## config.mk

```make
export PLATFORM = sky130hd
export DESIGN_NAME = analog_output_channel_control
export DESIGN_NICKNAME = d
export VERILOG_FILES = /design/src/aout_pkg.sv /design/src/analog_output_channel_control.sv
export SDC_FILE = /design/constraint.sdc
export NUM_CORES = 2
export LEC_CHECK = 0
export BUFFER_PORTS_ARGS = -buffer_cell sky130_fd_sc_hd__buf_2
export CAP_MARGIN = 20
export CORE_UTILIZATION = 45
export CTS_CLUSTER_SIZE = 40
export DETAILED_ROUTE_END_ITERATION = 7
export GPL_ROUTABILITY_DRIVEN = 0
export HOLD_SLACK_MARGIN = 0.08
export MAX_ROUTING_LAYER = met4
export PLACE_DENSITY = 0.61
export SLEW_MARGIN = 20
export SYNTH_ARGS = -nofsm -noshare
export SYNTH_HDL_FRONTEND = slang
export SYNTH_SLANG_ARGS = --single-unit
```

## constraint.sdc

```tcl
create_clock -name pclk -period 236.5 [get_ports pclk]
set_input_delay 35.475 -clock pclk [delete_from_list [all_inputs] [get_ports pclk]]
set_output_delay 35.475 -clock pclk [all_outputs]
set_load 0.05 [all_outputs]
```

## src/aout_pkg.sv

```systemverilog
`default_nettype none
package aout_pkg;

  // Register offsets (byte addresses)
  localparam logic [11:0] ctrl_off       = 12'h000;
  localparam logic [11:0] status_off     = 12'h004;
  localparam logic [11:0] irq_stat_off   = 12'h008;
  localparam logic [11:0] irq_mask_off   = 12'h00c;
  localparam logic [11:0] chan_base_off  = 12'h100;
  localparam logic [11:0] chan_stride    = 12'h020;
  localparam logic [11:0] ch_enable_off  = 12'h000;
  localparam logic [11:0] ch_gain_off    = 12'h004;
  localparam logic [11:0] ch_offset_off  = 12'h008;
  localparam logic [11:0] ch_refresh_off = 12'h00c;
  localparam logic [11:0] ch_value_off   = 12'h010;
  localparam logic [11:0] ch_high_off    = 12'h014;
  localparam logic [11:0] ch_low_off     = 12'h018;
  localparam logic [11:0] ch_drive_off   = 12'h01c;

  // Control register fields
  localparam int ctrl_run_bit    = 0;
  localparam int ctrl_retain_bit = 1;
  localparam int ctrl_float_bit  = 2;
  localparam int ctrl_minor_bit  = 3;
  localparam int ctrl_major_bit  = 4;

  // Interrupt status fields
  localparam int irq_pass_bit = 0;
  localparam int irq_stop_bit = 1;
  localparam int irq_bits     = 2;

  // Calibration and scaling
  localparam logic signed [15:0] unity_gain  = 16'sd1000;
  localparam int                 gain_div    = 1000;
  localparam logic signed [15:0] code_max    = 16'sd32000;
  localparam logic signed [15:0] code_min    = -16'sd32000;
  localparam logic signed [15:0] zero_code   = 16'sd0;
  localparam logic signed [15:0] high_default = 16'sd100;
  localparam logic signed [15:0] low_default  = -16'sd100;
  localparam logic [15:0]        refresh_default = 16'h0001;

  // Timing
  localparam int clk_mhz        = 100;
  localparam int slot_time_us   = 2000;
  localparam int slot_cycles    = slot_time_us * clk_mhz;
  localparam int blink_time_ms  = 250;
  localparam int blink_cycles   = blink_time_ms * 1000 * clk_mhz;

  typedef struct packed {
    logic run;
    logic err;
    logic conv;
  } leds_s;

  typedef enum logic [1:0] {idle, seek, convert} seq_e;

endpackage
`default_nettype wire

```

## src/analog_output_channel_control.sv

```systemverilog
// How it works
// Each enabled channel gets one conversion slot of fixed 2 ms, so a pass lasts 2 ms times the enabled count.
// Each channel has an enable bit and disabled channels are skipped, shortening the pass.
// Each code is multiplied by its channel gain, divided by 1000, then offset by a signed channel value.
// With gain 1000 and offset 0 the full bipolar range maps onto codes -32000 to +32000.
// With retain selected, leaving run keeps each channel driving its last output.
// A per-channel refresh time sets the ramp slope used when that channel changes.
// A changed target is approached by at most the slope per slot, so a change within the slope is taken in one step.
// Output updates run on the same slot period as the input sampling cycle.
// In float format, values between low and high scale points map linearly onto the code range.
// The run indicator is steady on while running and off otherwise.
// The error indicator is steady for a serious error, blinks for a minor one, else off.
// The conversion indicator blinks while conversion runs and is off once stopped.
// Without retain, leaving run zeroes every channel's drive value but loads the zero code only on the last converted channel.
`timescale 1ns/1ns
`default_nettype none
module analog_output_channel_control
  import aout_pkg::*;
#(
  parameter int num_ch     = 2,
  parameter int slot_len   = slot_cycles,
  parameter int blink_len  = blink_cycles
) (
  // Clock and reset
  input  wire logic                  pclk,
  input  wire logic                  presetn,
  // APB slave
  input  wire logic                  psel,
  input  wire logic                  penable,
  input  wire logic                  pwrite,
  input  wire logic [11:0]           paddr,
  input  wire logic [31:0]           pwdata,
  input  wire logic [3:0]            pstrb,
  output logic                       pready,
  output logic [31:0]                prdata,
  output logic                       pslverr,
  // Converter side
  output logic [15:0]                dac_code,
  output logic [$clog2(num_ch)-1:0]  dac_chan,
  output logic                       dac_load,
  // Indicators and interrupt
  output var leds_s                  leds,
  output logic                       irq
);

  localparam int cw = $clog2(num_ch);

  // ----------------------------------------------------------------
  // Registers
  // ----------------------------------------------------------------
  logic [4:0]                ctrl;
  logic [irq_bits-1:0]       irq_stat;
  logic [irq_bits-1:0]       irq_mask;
  logic [num_ch-1:0]         ch_en;
  logic signed [15:0]        gain      [num_ch];
  logic signed [15:0]        offs      [num_ch];
  logic [15:0]               refresh   [num_ch];
  logic signed [15:0]        value     [num_ch];
  logic signed [15:0]        high_scale_point [num_ch];
  logic signed [15:0]        low_scale_point  [num_ch];
  logic signed [15:0]        drive     [num_ch];

  // ----------------------------------------------------------------
  // Bus decode
  // ----------------------------------------------------------------
  wire        acc      = psel & penable;
  wire        wr       = acc & pwrite;
  wire [11:0] ch_rel   = paddr - chan_base_off;
  wire [11:0] ch_idx   = ch_rel / chan_stride;
  wire [11:0] ch_reg   = ch_rel % chan_stride;
  wire        in_chan  = (paddr >= chan_base_off) && (ch_idx < 12'(num_ch));
  wire [cw-1:0] sel_ch = ch_idx[cw-1:0];
  wire        is_glob  = (paddr == ctrl_off) || (paddr == status_off) ||
                         (paddr == irq_stat_off) || (paddr == irq_mask_off);
  wire        mapped   = is_glob || in_chan;
  wire        full_wr  = wr & (pstrb[1:0] == 2'h3);

  // ----------------------------------------------------------------
  // Conversion sequencer
  // ----------------------------------------------------------------
  seq_e                   state;
  logic [cw-1:0]          cur;
  logic [31:0]            slot_cnt;
  wire                    running = ctrl[ctrl_run_bit];
  wire                    any_en  = |ch_en;
  wire                    slot_end = (slot_cnt == 32'(slot_len - 1));
  wire [cw-1:0]           nxt_ch  = (32'(cur) == 32'(num_ch - 1)) ? '0 : cw'(cur + 1'b1);

  always_ff @(posedge pclk or negedge presetn) begin
    if (!presetn) begin
      state    <= idle;
      cur      <= '0;
      slot_cnt <= '0;
    end else begin
      unique case (state)
        idle: begin
          slot_cnt <= '0;
          // Every pass starts from channel 0 after a stop
          cur      <= '0;
          if (running && any_en) begin
            state <= seek;
          end
        end
        seek: begin
          if (!running || !any_en) begin
            state <= idle;
          end else if (ch_en[cur]) begin
            state <= convert;
          end else begin
            cur <= nxt_ch;
          end
        end
        convert: begin
          slot_cnt <= slot_end ? '0 : slot_cnt + 1'b1;
          // A stop abandons the slot so no late load follows it
          if (!running) begin
            state <= idle;
          end else if (slot_end) begin
            cur   <= nxt_ch;
            state <= seek;
          end
        end
      endcase
    end
  end

  // ----------------------------------------------------------------
  // Target: float scaling then calibration
  // ----------------------------------------------------------------
  logic signed [15:0] tgt_val, tgt_high, tgt_low, tgt_gain, tgt_offs;
  assign tgt_val  = value[cur];
  assign tgt_high = high_scale_point[cur];
  assign tgt_low  = low_scale_point[cur];
  assign tgt_gain = gain[cur];
  assign tgt_offs = offs[cur];

  // Span guarded so a zero span cannot divide by zero
  wire signed [31:0] span   = 32'(tgt_high) - 32'(tgt_low);
  wire signed [31:0] safe_sp = (span == 0) ? 32'sd1 : span;
  // Full code span widened first: it does not fit 16 bits
  wire signed [31:0] full_sp = 32'(code_max) - 32'(code_min);
  wire signed [31:0] scaled = ((32'(tgt_val) - 32'(tgt_low)) * full_sp)
                              / safe_sp + 32'(code_min);
  wire signed [31:0] raw    = ctrl[ctrl_float_bit] ? scaled : 32'(tgt_val);
  wire signed [31:0] cal    = (raw * 32'(tgt_gain)) / gain_div + 32'(tgt_offs);
  wire signed [15:0] target = (cal > 32'(code_max)) ? code_max :
                              (cal < 32'(code_min)) ? code_min : cal[15:0];

  // Slope: full span over refresh slots, zero refresh taken as one; above 64000 slots the slope is zero
  wire [15:0]        rf     = (refresh[cur] == 16'h0) ? 16'h1 : refresh[cur];
  wire signed [31:0] slope  = 32'((32'(code_max) - 32'(code_min)) / 32'(rf));
  wire signed [31:0] now    = 32'(drive[cur]);
  wire signed [31:0] diff   = 32'(target) - now;
  wire signed [31:0] stepped = (diff > slope) ? now + slope :
                               (-diff > slope) ? now - slope : 32'(target);

  // ----------------------------------------------------------------
  // Stop handling
  // ----------------------------------------------------------------
  logic run_d;
  wire  stop_evt = run_d & ~running;
  wire  pass_evt = (state == convert) && slot_end && (nxt_ch == '0);

  always_ff @(posedge pclk or negedge presetn) begin
    if (!presetn) begin
      run_d <= 1'b0;
    end else begin
      run_d <= running;
    end
  end

  // Drive values per channel
  genvar g;
  generate
    for (g = 0; g < num_ch; g++) begin : g_ch
      always_ff @(posedge pclk or negedge presetn) begin
        if (!presetn) begin
          drive[g] <= zero_code;
        end else if (stop_evt && !ctrl[ctrl_retain_bit]) begin
          drive[g] <= zero_code;
        end else if (state == convert && slot_end && 32'(cur) == g) begin
          drive[g] <= stepped[15:0];
        end
      end
    end
  endgenerate

  // Converter output; retained codes hold because stop_flush stays low with retain set, so no zero load is issued
  logic stop_flush;
  always_ff @(posedge pclk or negedge presetn) begin
    if (!presetn) begin
      dac_code   <= '0;
      dac_chan   <= '0;
      dac_load   <= 1'b0;
      stop_flush <= 1'b0;
    end else begin
      stop_flush <= stop_evt & ~ctrl[ctrl_retain_bit];
      dac_load   <= (state == convert && slot_end) || stop_flush;
      if (state == convert && slot_end) begin
        dac_code <= stepped[15:0];
        dac_chan <= cur;
      end else if (stop_flush) begin
        dac_code <= zero_code;
      end
    end
  end

  // ----------------------------------------------------------------
  // Indicators
  // ----------------------------------------------------------------
  logic [31:0] blink_cnt;
  logic        blink;
  logic        minor_q;
  wire         blink_wrap = (blink_cnt == 32'(blink_len - 1));

  // Minor flag taken only at a toggle, so no blink phase is cut short
  always_ff @(posedge pclk or negedge presetn) begin
    if (!presetn) begin
      blink_cnt <= '0;
      blink     <= 1'b0;
      minor_q   <= 1'b0;
      leds      <= '0;
    end else begin
      blink_cnt <= blink_wrap ? '0 : blink_cnt + 1'b1;
      if (blink_wrap) begin
        blink   <= ~blink;
        minor_q <= ctrl[ctrl_minor_bit];
      end
      leds.run  <= running;
      leds.err  <= ctrl[ctrl_major_bit] | (minor_q & blink);
      leds.conv <= (state != idle) & blink;
    end
  end

  // ----------------------------------------------------------------
  // Register writes and interrupt
  // ----------------------------------------------------------------
  always_ff @(posedge pclk or negedge presetn) begin
    if (!presetn) begin
      ctrl     <= '0;
      irq_mask <= '0;
      irq_stat <= '0;
      irq      <= 1'b0;
    end else begin
      if (full_wr && paddr == ctrl_off) begin
        ctrl <= pwdata[4:0];
      end
      if (full_wr && paddr == irq_mask_off) begin
        irq_mask <= pwdata[irq_bits-1:0];
      end
      // Set wins over a same-cycle clear
      irq_stat <= (irq_stat & ~((full_wr && paddr == irq_stat_off) ?
                   pwdata[irq_bits-1:0] : '0)) |
                  {stop_evt, pass_evt};
      irq      <= |(irq_stat & irq_mask);
    end
  end

  generate
    for (g = 0; g < num_ch; g++) begin : g_cfg
      wire hit = full_wr && in_chan && 32'(sel_ch) == g;
      always_ff @(posedge pclk or negedge presetn) begin
        if (!presetn) begin
          ch_en[g]   <= 1'b0;
          gain[g]    <= unity_gain;
          offs[g]    <= zero_code;
          refresh[g] <= refresh_default;
          value[g]   <= zero_code;
          high_scale_point[g] <= high_default;
          low_scale_point[g]  <= low_default;
        end else if (hit) begin
          if (ch_reg == ch_enable_off)  ch_en[g]   <= pwdata[0];
          if (ch_reg == ch_gain_off)    gain[g]    <= pwdata[15:0];
          if (ch_reg == ch_offset_off)  offs[g]    <= pwdata[15:0];
          if (ch_reg == ch_refresh_off) refresh[g] <= pwdata[15:0];
          if (ch_reg == ch_value_off)   value[g]   <= pwdata[15:0];
          if (ch_reg == ch_high_off)    high_scale_point[g] <= pwdata[15:0];
          if (ch_reg == ch_low_off)     low_scale_point[g]  <= pwdata[15:0];
        end
      end
    end
  endgenerate

  // ----------------------------------------------------------------
  // Read mux
  // ----------------------------------------------------------------
  logic [31:0] rd;
  always_comb begin
    rd = '0;
    if (paddr == ctrl_off)          rd = {27'h0, ctrl};
    else if (paddr == status_off)   rd = {24'h0, 4'(cur), 2'(state), 1'b0, running};
    else if (paddr == irq_stat_off) rd = {30'h0, irq_stat};
    else if (paddr == irq_mask_off) rd = {30'h0, irq_mask};
    else if (in_chan) begin
      if (ch_reg == ch_enable_off)       rd = {31'h0, ch_en[sel_ch]};
      else if (ch_reg == ch_gain_off)    rd = {{16{gain[sel_ch][15]}}, gain[sel_ch]};
      else if (ch_reg == ch_offset_off)  rd = {{16{offs[sel_ch][15]}}, offs[sel_ch]};
      else if (ch_reg == ch_refresh_off) rd = {16'h0, refresh[sel_ch]};
      else if (ch_reg == ch_value_off)   rd = {{16{value[sel_ch][15]}}, value[sel_ch]};
      else if (ch_reg == ch_high_off)
        rd = {{16{high_scale_point[sel_ch][15]}}, high_scale_point[sel_ch]};
      else if (ch_reg == ch_low_off)
        rd = {{16{low_scale_point[sel_ch][15]}}, low_scale_point[sel_ch]};
      else                               rd = {{16{drive[sel_ch][15]}}, drive[sel_ch]};
    end
  end

  // No wait state: answer registered at the setup edge
  always_ff @(posedge pclk or negedge presetn) begin
    if (!presetn) begin
      pready  <= 1'b0;
      prdata  <= '0;
      pslverr <= 1'b0;
    end else begin
      pready  <= psel & ~penable;
      prdata  <= (psel & ~penable & ~pwrite) ? rd : '0;
      pslverr <= psel & ~penable & ~mapped;
    end
  end

endmodule
`default_nettype wire

```

== Word-level counts from Yosys, hierarchy flattened ==
Index checks and enable logic that the tools add are counted.
Operators by class
  $add $sub $neg: 12
  multiply operators: 2
  div/mod/pow operators: 3
  magnitude comparators: 10
  equality and inequality tests: 21
  mux-type cells: 88
  bitwise logic cells: 26
  reduce and logical (&&, ||, !) cells: 50
Operators with widths (count)
  16-bit two-way mux: 53
  32-bit two-way mux: 17
  32-bit by 1-bit adder with 32-bit output, second input constant: 2
  32-bit case mux with 2 select lines: 1
  16-bit by 16-bit subtractor with 17-bit output: 3
  32-bit by 16-bit adder with 32-bit output: 1
  32-bit by 16-bit adder with 32-bit output, second input constant: 1
  16-bit by 16-bit divider with 32-bit output, first input constant: 1
  32-bit by 11-bit divider with 32-bit output, second input constant: 1
  32-bit by 32-bit divider with 32-bit output: 1
  32-bit by 18-bit equality test with 1-bit output, second input constant: 1
  32-bit by 25-bit equality test with 1-bit output, second input constant: 1
  17-bit by 32-bit greater-than comparator with 1-bit output: 1
  32-bit by 16-bit greater-than comparator with 1-bit output, second input constant: 1
  32-bit greater-than comparator: 1
  32-bit logical NOT: 1
  32-bit by 16-bit < comparator with 1-bit output, second input constant: 1
  32-bit by 16-bit multiplier with 32-bit output: 1
  17-bit negator with 32-bit output: 1
  2-bit AND reduction: 14
  12-bit by 4-bit equality test with 1-bit output, second input constant: 2
  12-bit logical NOT: 2
  17-bit by 8-bit multiplier with 23-bit output, second input constant: 1
  16-bit adder: 1
  35 further kinds: 102
Word-level totals
  flip-flop bits (word level): 361
  output and inout port bits: 56
  word-level logic and storage cells: 248

== Logic depth before layout (Yosys ltp) ==
  depth in word-level cells: 23
  mapped depth: 670

== Worst setup path before layout ==
Ideal clock, no wire load.
  path type: register to register
  from: register cur
  to: register drive[10] (netlist name)
  setup time: 0.071 ns
  arrival time: 118.340 ns
  data required time: 236.429 ns
  setup slack: 118.089 ns
  cell stages (with the launch flop): 616
  path buffers: 56
  period minus slack after synthesis: 118.411 ns
  cells stage by stage: dfrtp_1 -> buf_2 -> buf_2 -> buf_2 -> buf_4 -> buf_1 -> clkbuf_1 -> buf_1 -> clkbuf_1 -> buf_1 -> mux2i_1 -> ha_1 -> a211o_1 -> a21o_1 -> a21oi_1 -> xnor2_1 -> xor2_1 -> xor2_1 -> (+580 left out) -> nor2b_1 -> o21ai_0 -> nand2b_1 -> a21oi_1 -> nor2b_1 -> o21ai_0 -> nand2b_1 -> a21oi_1 -> o21ai_0 -> a21oi_1 -> xnor2_1 -> a31oi_1 -> nor2_1 -> inv_1 -> buf_2 -> o311a_1 -> o21a_1 -> nor2_1
Between the ends
  word-level cells in the longest chain between the ends: 23
Ends and longest elaborated chain
  start, declared: line analog_output_channel_control.sv:82  | logic [cw-1:0] cur;
  start signal, assigned: line analog_output_channel_control.sv:110  | cur <= nxt_ch;
  start signal, assigned: line analog_output_channel_control.sv:119  | cur <= nxt_ch;
  branches (longest 23 deep; another with 32-bit by 32-bit divider with 32-bit output)
  end signal, assigned by index: line analog_output_channel_control.sv:178  | drive[g] <= zero_code;
  end signal, assigned by index: line analog_output_channel_control.sv:180  | drive[g] <= zero_code;
  end signal, assigned by index: line analog_output_channel_control.sv:182  | drive[g] <= stepped[15:0];
  end, declared: line analog_output_channel_control.sv:61  | logic signed [15:0] drive [num_ch];
Parallel ways; which one is timed is not known. The select of a mux whose other input is x is not followed.
A chain may end at the register's enable or synchronous reset.

== Final worst setup path ==
  from: register cur
  to: register drive[14] (netlist name)
The elaborated chain is that of the path after synthesis.

==> reports/results.ini <==
[cts]
cts_hold_buffers = 0
clock-sinks = 346
post_cts_resized = 0
clockBufferDepth = 3
cts_setup_buffers = 0
htree_levels = 2
cts_tree = built
cts_buffers = 39
clock_latency_ps = 600
clockRootBuffer = clkbuf_16
clk_pin_slew_ps = 60

[route]
drt_iter0_drc = 6782
wl_per_cell_microns = 19.3
vias = 93300
via_per_inst = 5.99
routed_wl_mm = 300
drc = 57
final_antenna_net_count = 0
drt_first_pass_iters = 8

[worst_setup_path]
path_max_fanout = 54
end_kind = flop
required_ps = 237000
slowest_delay_ps = 920
r2r_cells = 568
r2r_slack_ps = 93400
cp_slowest_cell = nor3_1
timing.rr.end = drive[14]
r2r_start = cur
path_buf_inv = 35
crit_type = flop to flop
crit_top_cell = a21oi_1
crit_arrival_ps = 143600
start_kind = flop
cp_top_family = compound AO/OA/AOI/OAI gates

[placed_design]
dp_hpwl_mm = 239
dp_cells = 15500
io_buffers = 90
pre_cts_slack_ps = 95600

[outcome]
outcome = complete, but fails checks
violations = DRC

[sta]
rsz0062_at_grt = false
setup_viol = 0
setup_ws_ps = 93400
max_slew_margin_pct = 17.6
worstMarginPinSlew_ps = 1230
hold_viol = 0
setup_tns_ps = 0
min_period_ps = 143100
drv_slew = 0
post-route-period-util_pct = 60.5
fin_worst_skew_ps = 28.8
max_freq_mhz = 6.99
holdWs_ps = 485

[synth]
synthTopCellsByCount = 1214 x nor2_1, 1202 x ha_1, 1189 x nand2_1
syn_area_sq_um = 96200
synth-compound-area-share_pct = 23.9
synth_top_family_by_area = compound AO/OA/AOI/OAI gates
synth_fa_ha_area_share_pct = 23.2
synth.area.top_cells = ha_1 16%, dfrtp_1 7.9%, fa_1 7.5%
synth_cell_types = 153
synth-async-reset-ratio_pct = 100
yosysMostFrequentCell = nor2_1
synth-seq-cells = 346
synth.avg_cell_area_sq_um = 7.55
synth_xor_xnor_area_share_pct = 8.73
synth_cells = 12700
ys.flop_type = dfrtp_1
synth_top_area_share_pct = 15.6
ys_seq_area_share_pct = 9.06
synth_top_cell_by_area = ha_1
yosys_warnings = 0
synthMuxAreaShare_pct = 9.09
synth_edf_count = 0
synth-simple-area-share_pct = 20.1

[floorplanning]
io-pin-count = 109
die_height_microns = 464
fp.dieW_microns = 464
start_util_pct = 45.3
dieArea_sq_um = 216000
rows = 169
core-area_sq_um = 212000

[grt]
antenna_found_initial = 15
grt_overflow = 0
grt_pass1_wl_mm = 477
grt_pass1_vias = 90200
grt_max_degree = 169
grt_use_total_pct = 27.6

[run]
maxCapViolations = 0

[final_layout]
nNetsFinal = 14300
drive_above_1_share_pct = 9.25
area_growth_pct = 5.99
final_cell_count_no_fill = 15600

[hold_path]
hold_end = slot_cnt[31]
holdCritStartpoint = slot_cnt[31]
hp-class = flop to flop
min_path_cells = 1

layer usage:
layer | vias to the layer above | GRT usage (%) | part of all wire (%) | routed length (microns)
met4 | 0 | 8.71 | 3.5 | 10400
met5 | - | - | 0 | 0
met2 | 2655 | 45.5 | 46 | 138000
met1 | 44900 | 35.5 | 45 | 134000
li1 | 45300 | - | - | -
met3 | 503 | 2.87 | 5.9 | 17800
cells in the final DEF (no fill, tap or decap), types with 217 or more instances in the layout:
cell      Yosys  final
nor3_1      307    302
a21o_1      345    345
o21ai_0     774    772
dfrtp_1     302    300
nand3_1     244    244
xor2_1      293    288
xnor2_1     622    611
nor2_1     1214   1209
nand2b_1    220    218
a21oi_1     997    995
o21a_1      296    295
mux2_2      533    533
ha_1       1202   1202
fa_1        361    361
inv_1       991    990
o31ai_1     218    217
nand2_1    1189   1188
cells by family (layout without fill, tap and decap cells):
logic type               Yosys count  in the layout
AND/OR/NAND/NOR                 4106           4106
AO/OA/AOI/OAI                   3567           3567
other                              2            137
flip-flops                       346            346
buffers and inverters           1433           1329
adder cells (fa/ha/maj)         1572           1572
multiplexers                     782            782
XOR/XNOR                         935            935
stage by stage:
stage	area [sq um]	utilization, %
after detailed placement	101000	47.3
final	102000	48.0
after CTS	102000	48.0
after global placement	100000	47.3
after floorplan	96600	-
after global routing	102000	48.0
worst reg2reg max path, delay by kind of cell (launching register included):
kind	cells	cell delay [ps]
buf+inv	35	8760
compound gates	283	65280
fa+ha+maj	52	18290
mux	25	9040
simple gates	151	35580
flops	1	790
xor+xnor	22	5270
sequential cells by signal, indices dropped and copies added (netlist names), 2 cells and up:
name / flops
blink_cnt: 32
drive: 32
gain: 32
high_scale_point: 32
low_scale_point: 32
offs: 32
refresh: 32
slot_cnt: 32
value: 32
prdata: 17
dac_code: 16
ctrl: 5
leds: 3
ch_en: 2
irq_mask: 2
irq_stat: 2
state: 2
worst max path at each step:
stage               start   endpoint  slack (ps)  cells after the start
finish                cur  drive[14]       93400                    568
global route          cur  drive[14]       82530                    573
CTS                   cur  drive[30]       94870                    563
detailed placement    cur  drive[30]       95600                    563
global placement      cur  drive[30]       97320                    559
floorplan             cur  drive[10]      118090                    615
layout make-up:
type | count | area, sq um
inverters | 1004 | 3770
repair buffers | 254 | 1700
fillers | 21000 | 110000
flip-flops and latches | 346 | 8720
multi-input cells | 11100 | 82800
diodes | 14 | 35.0
well taps | 2821 | 3530
clock inverters | 15 | 262
clock buffers | 56 | 1090
Power is left out: the tool's default activity adds up to more than one toggle a clock period on the data nets, which glitch-free logic cannot reach.
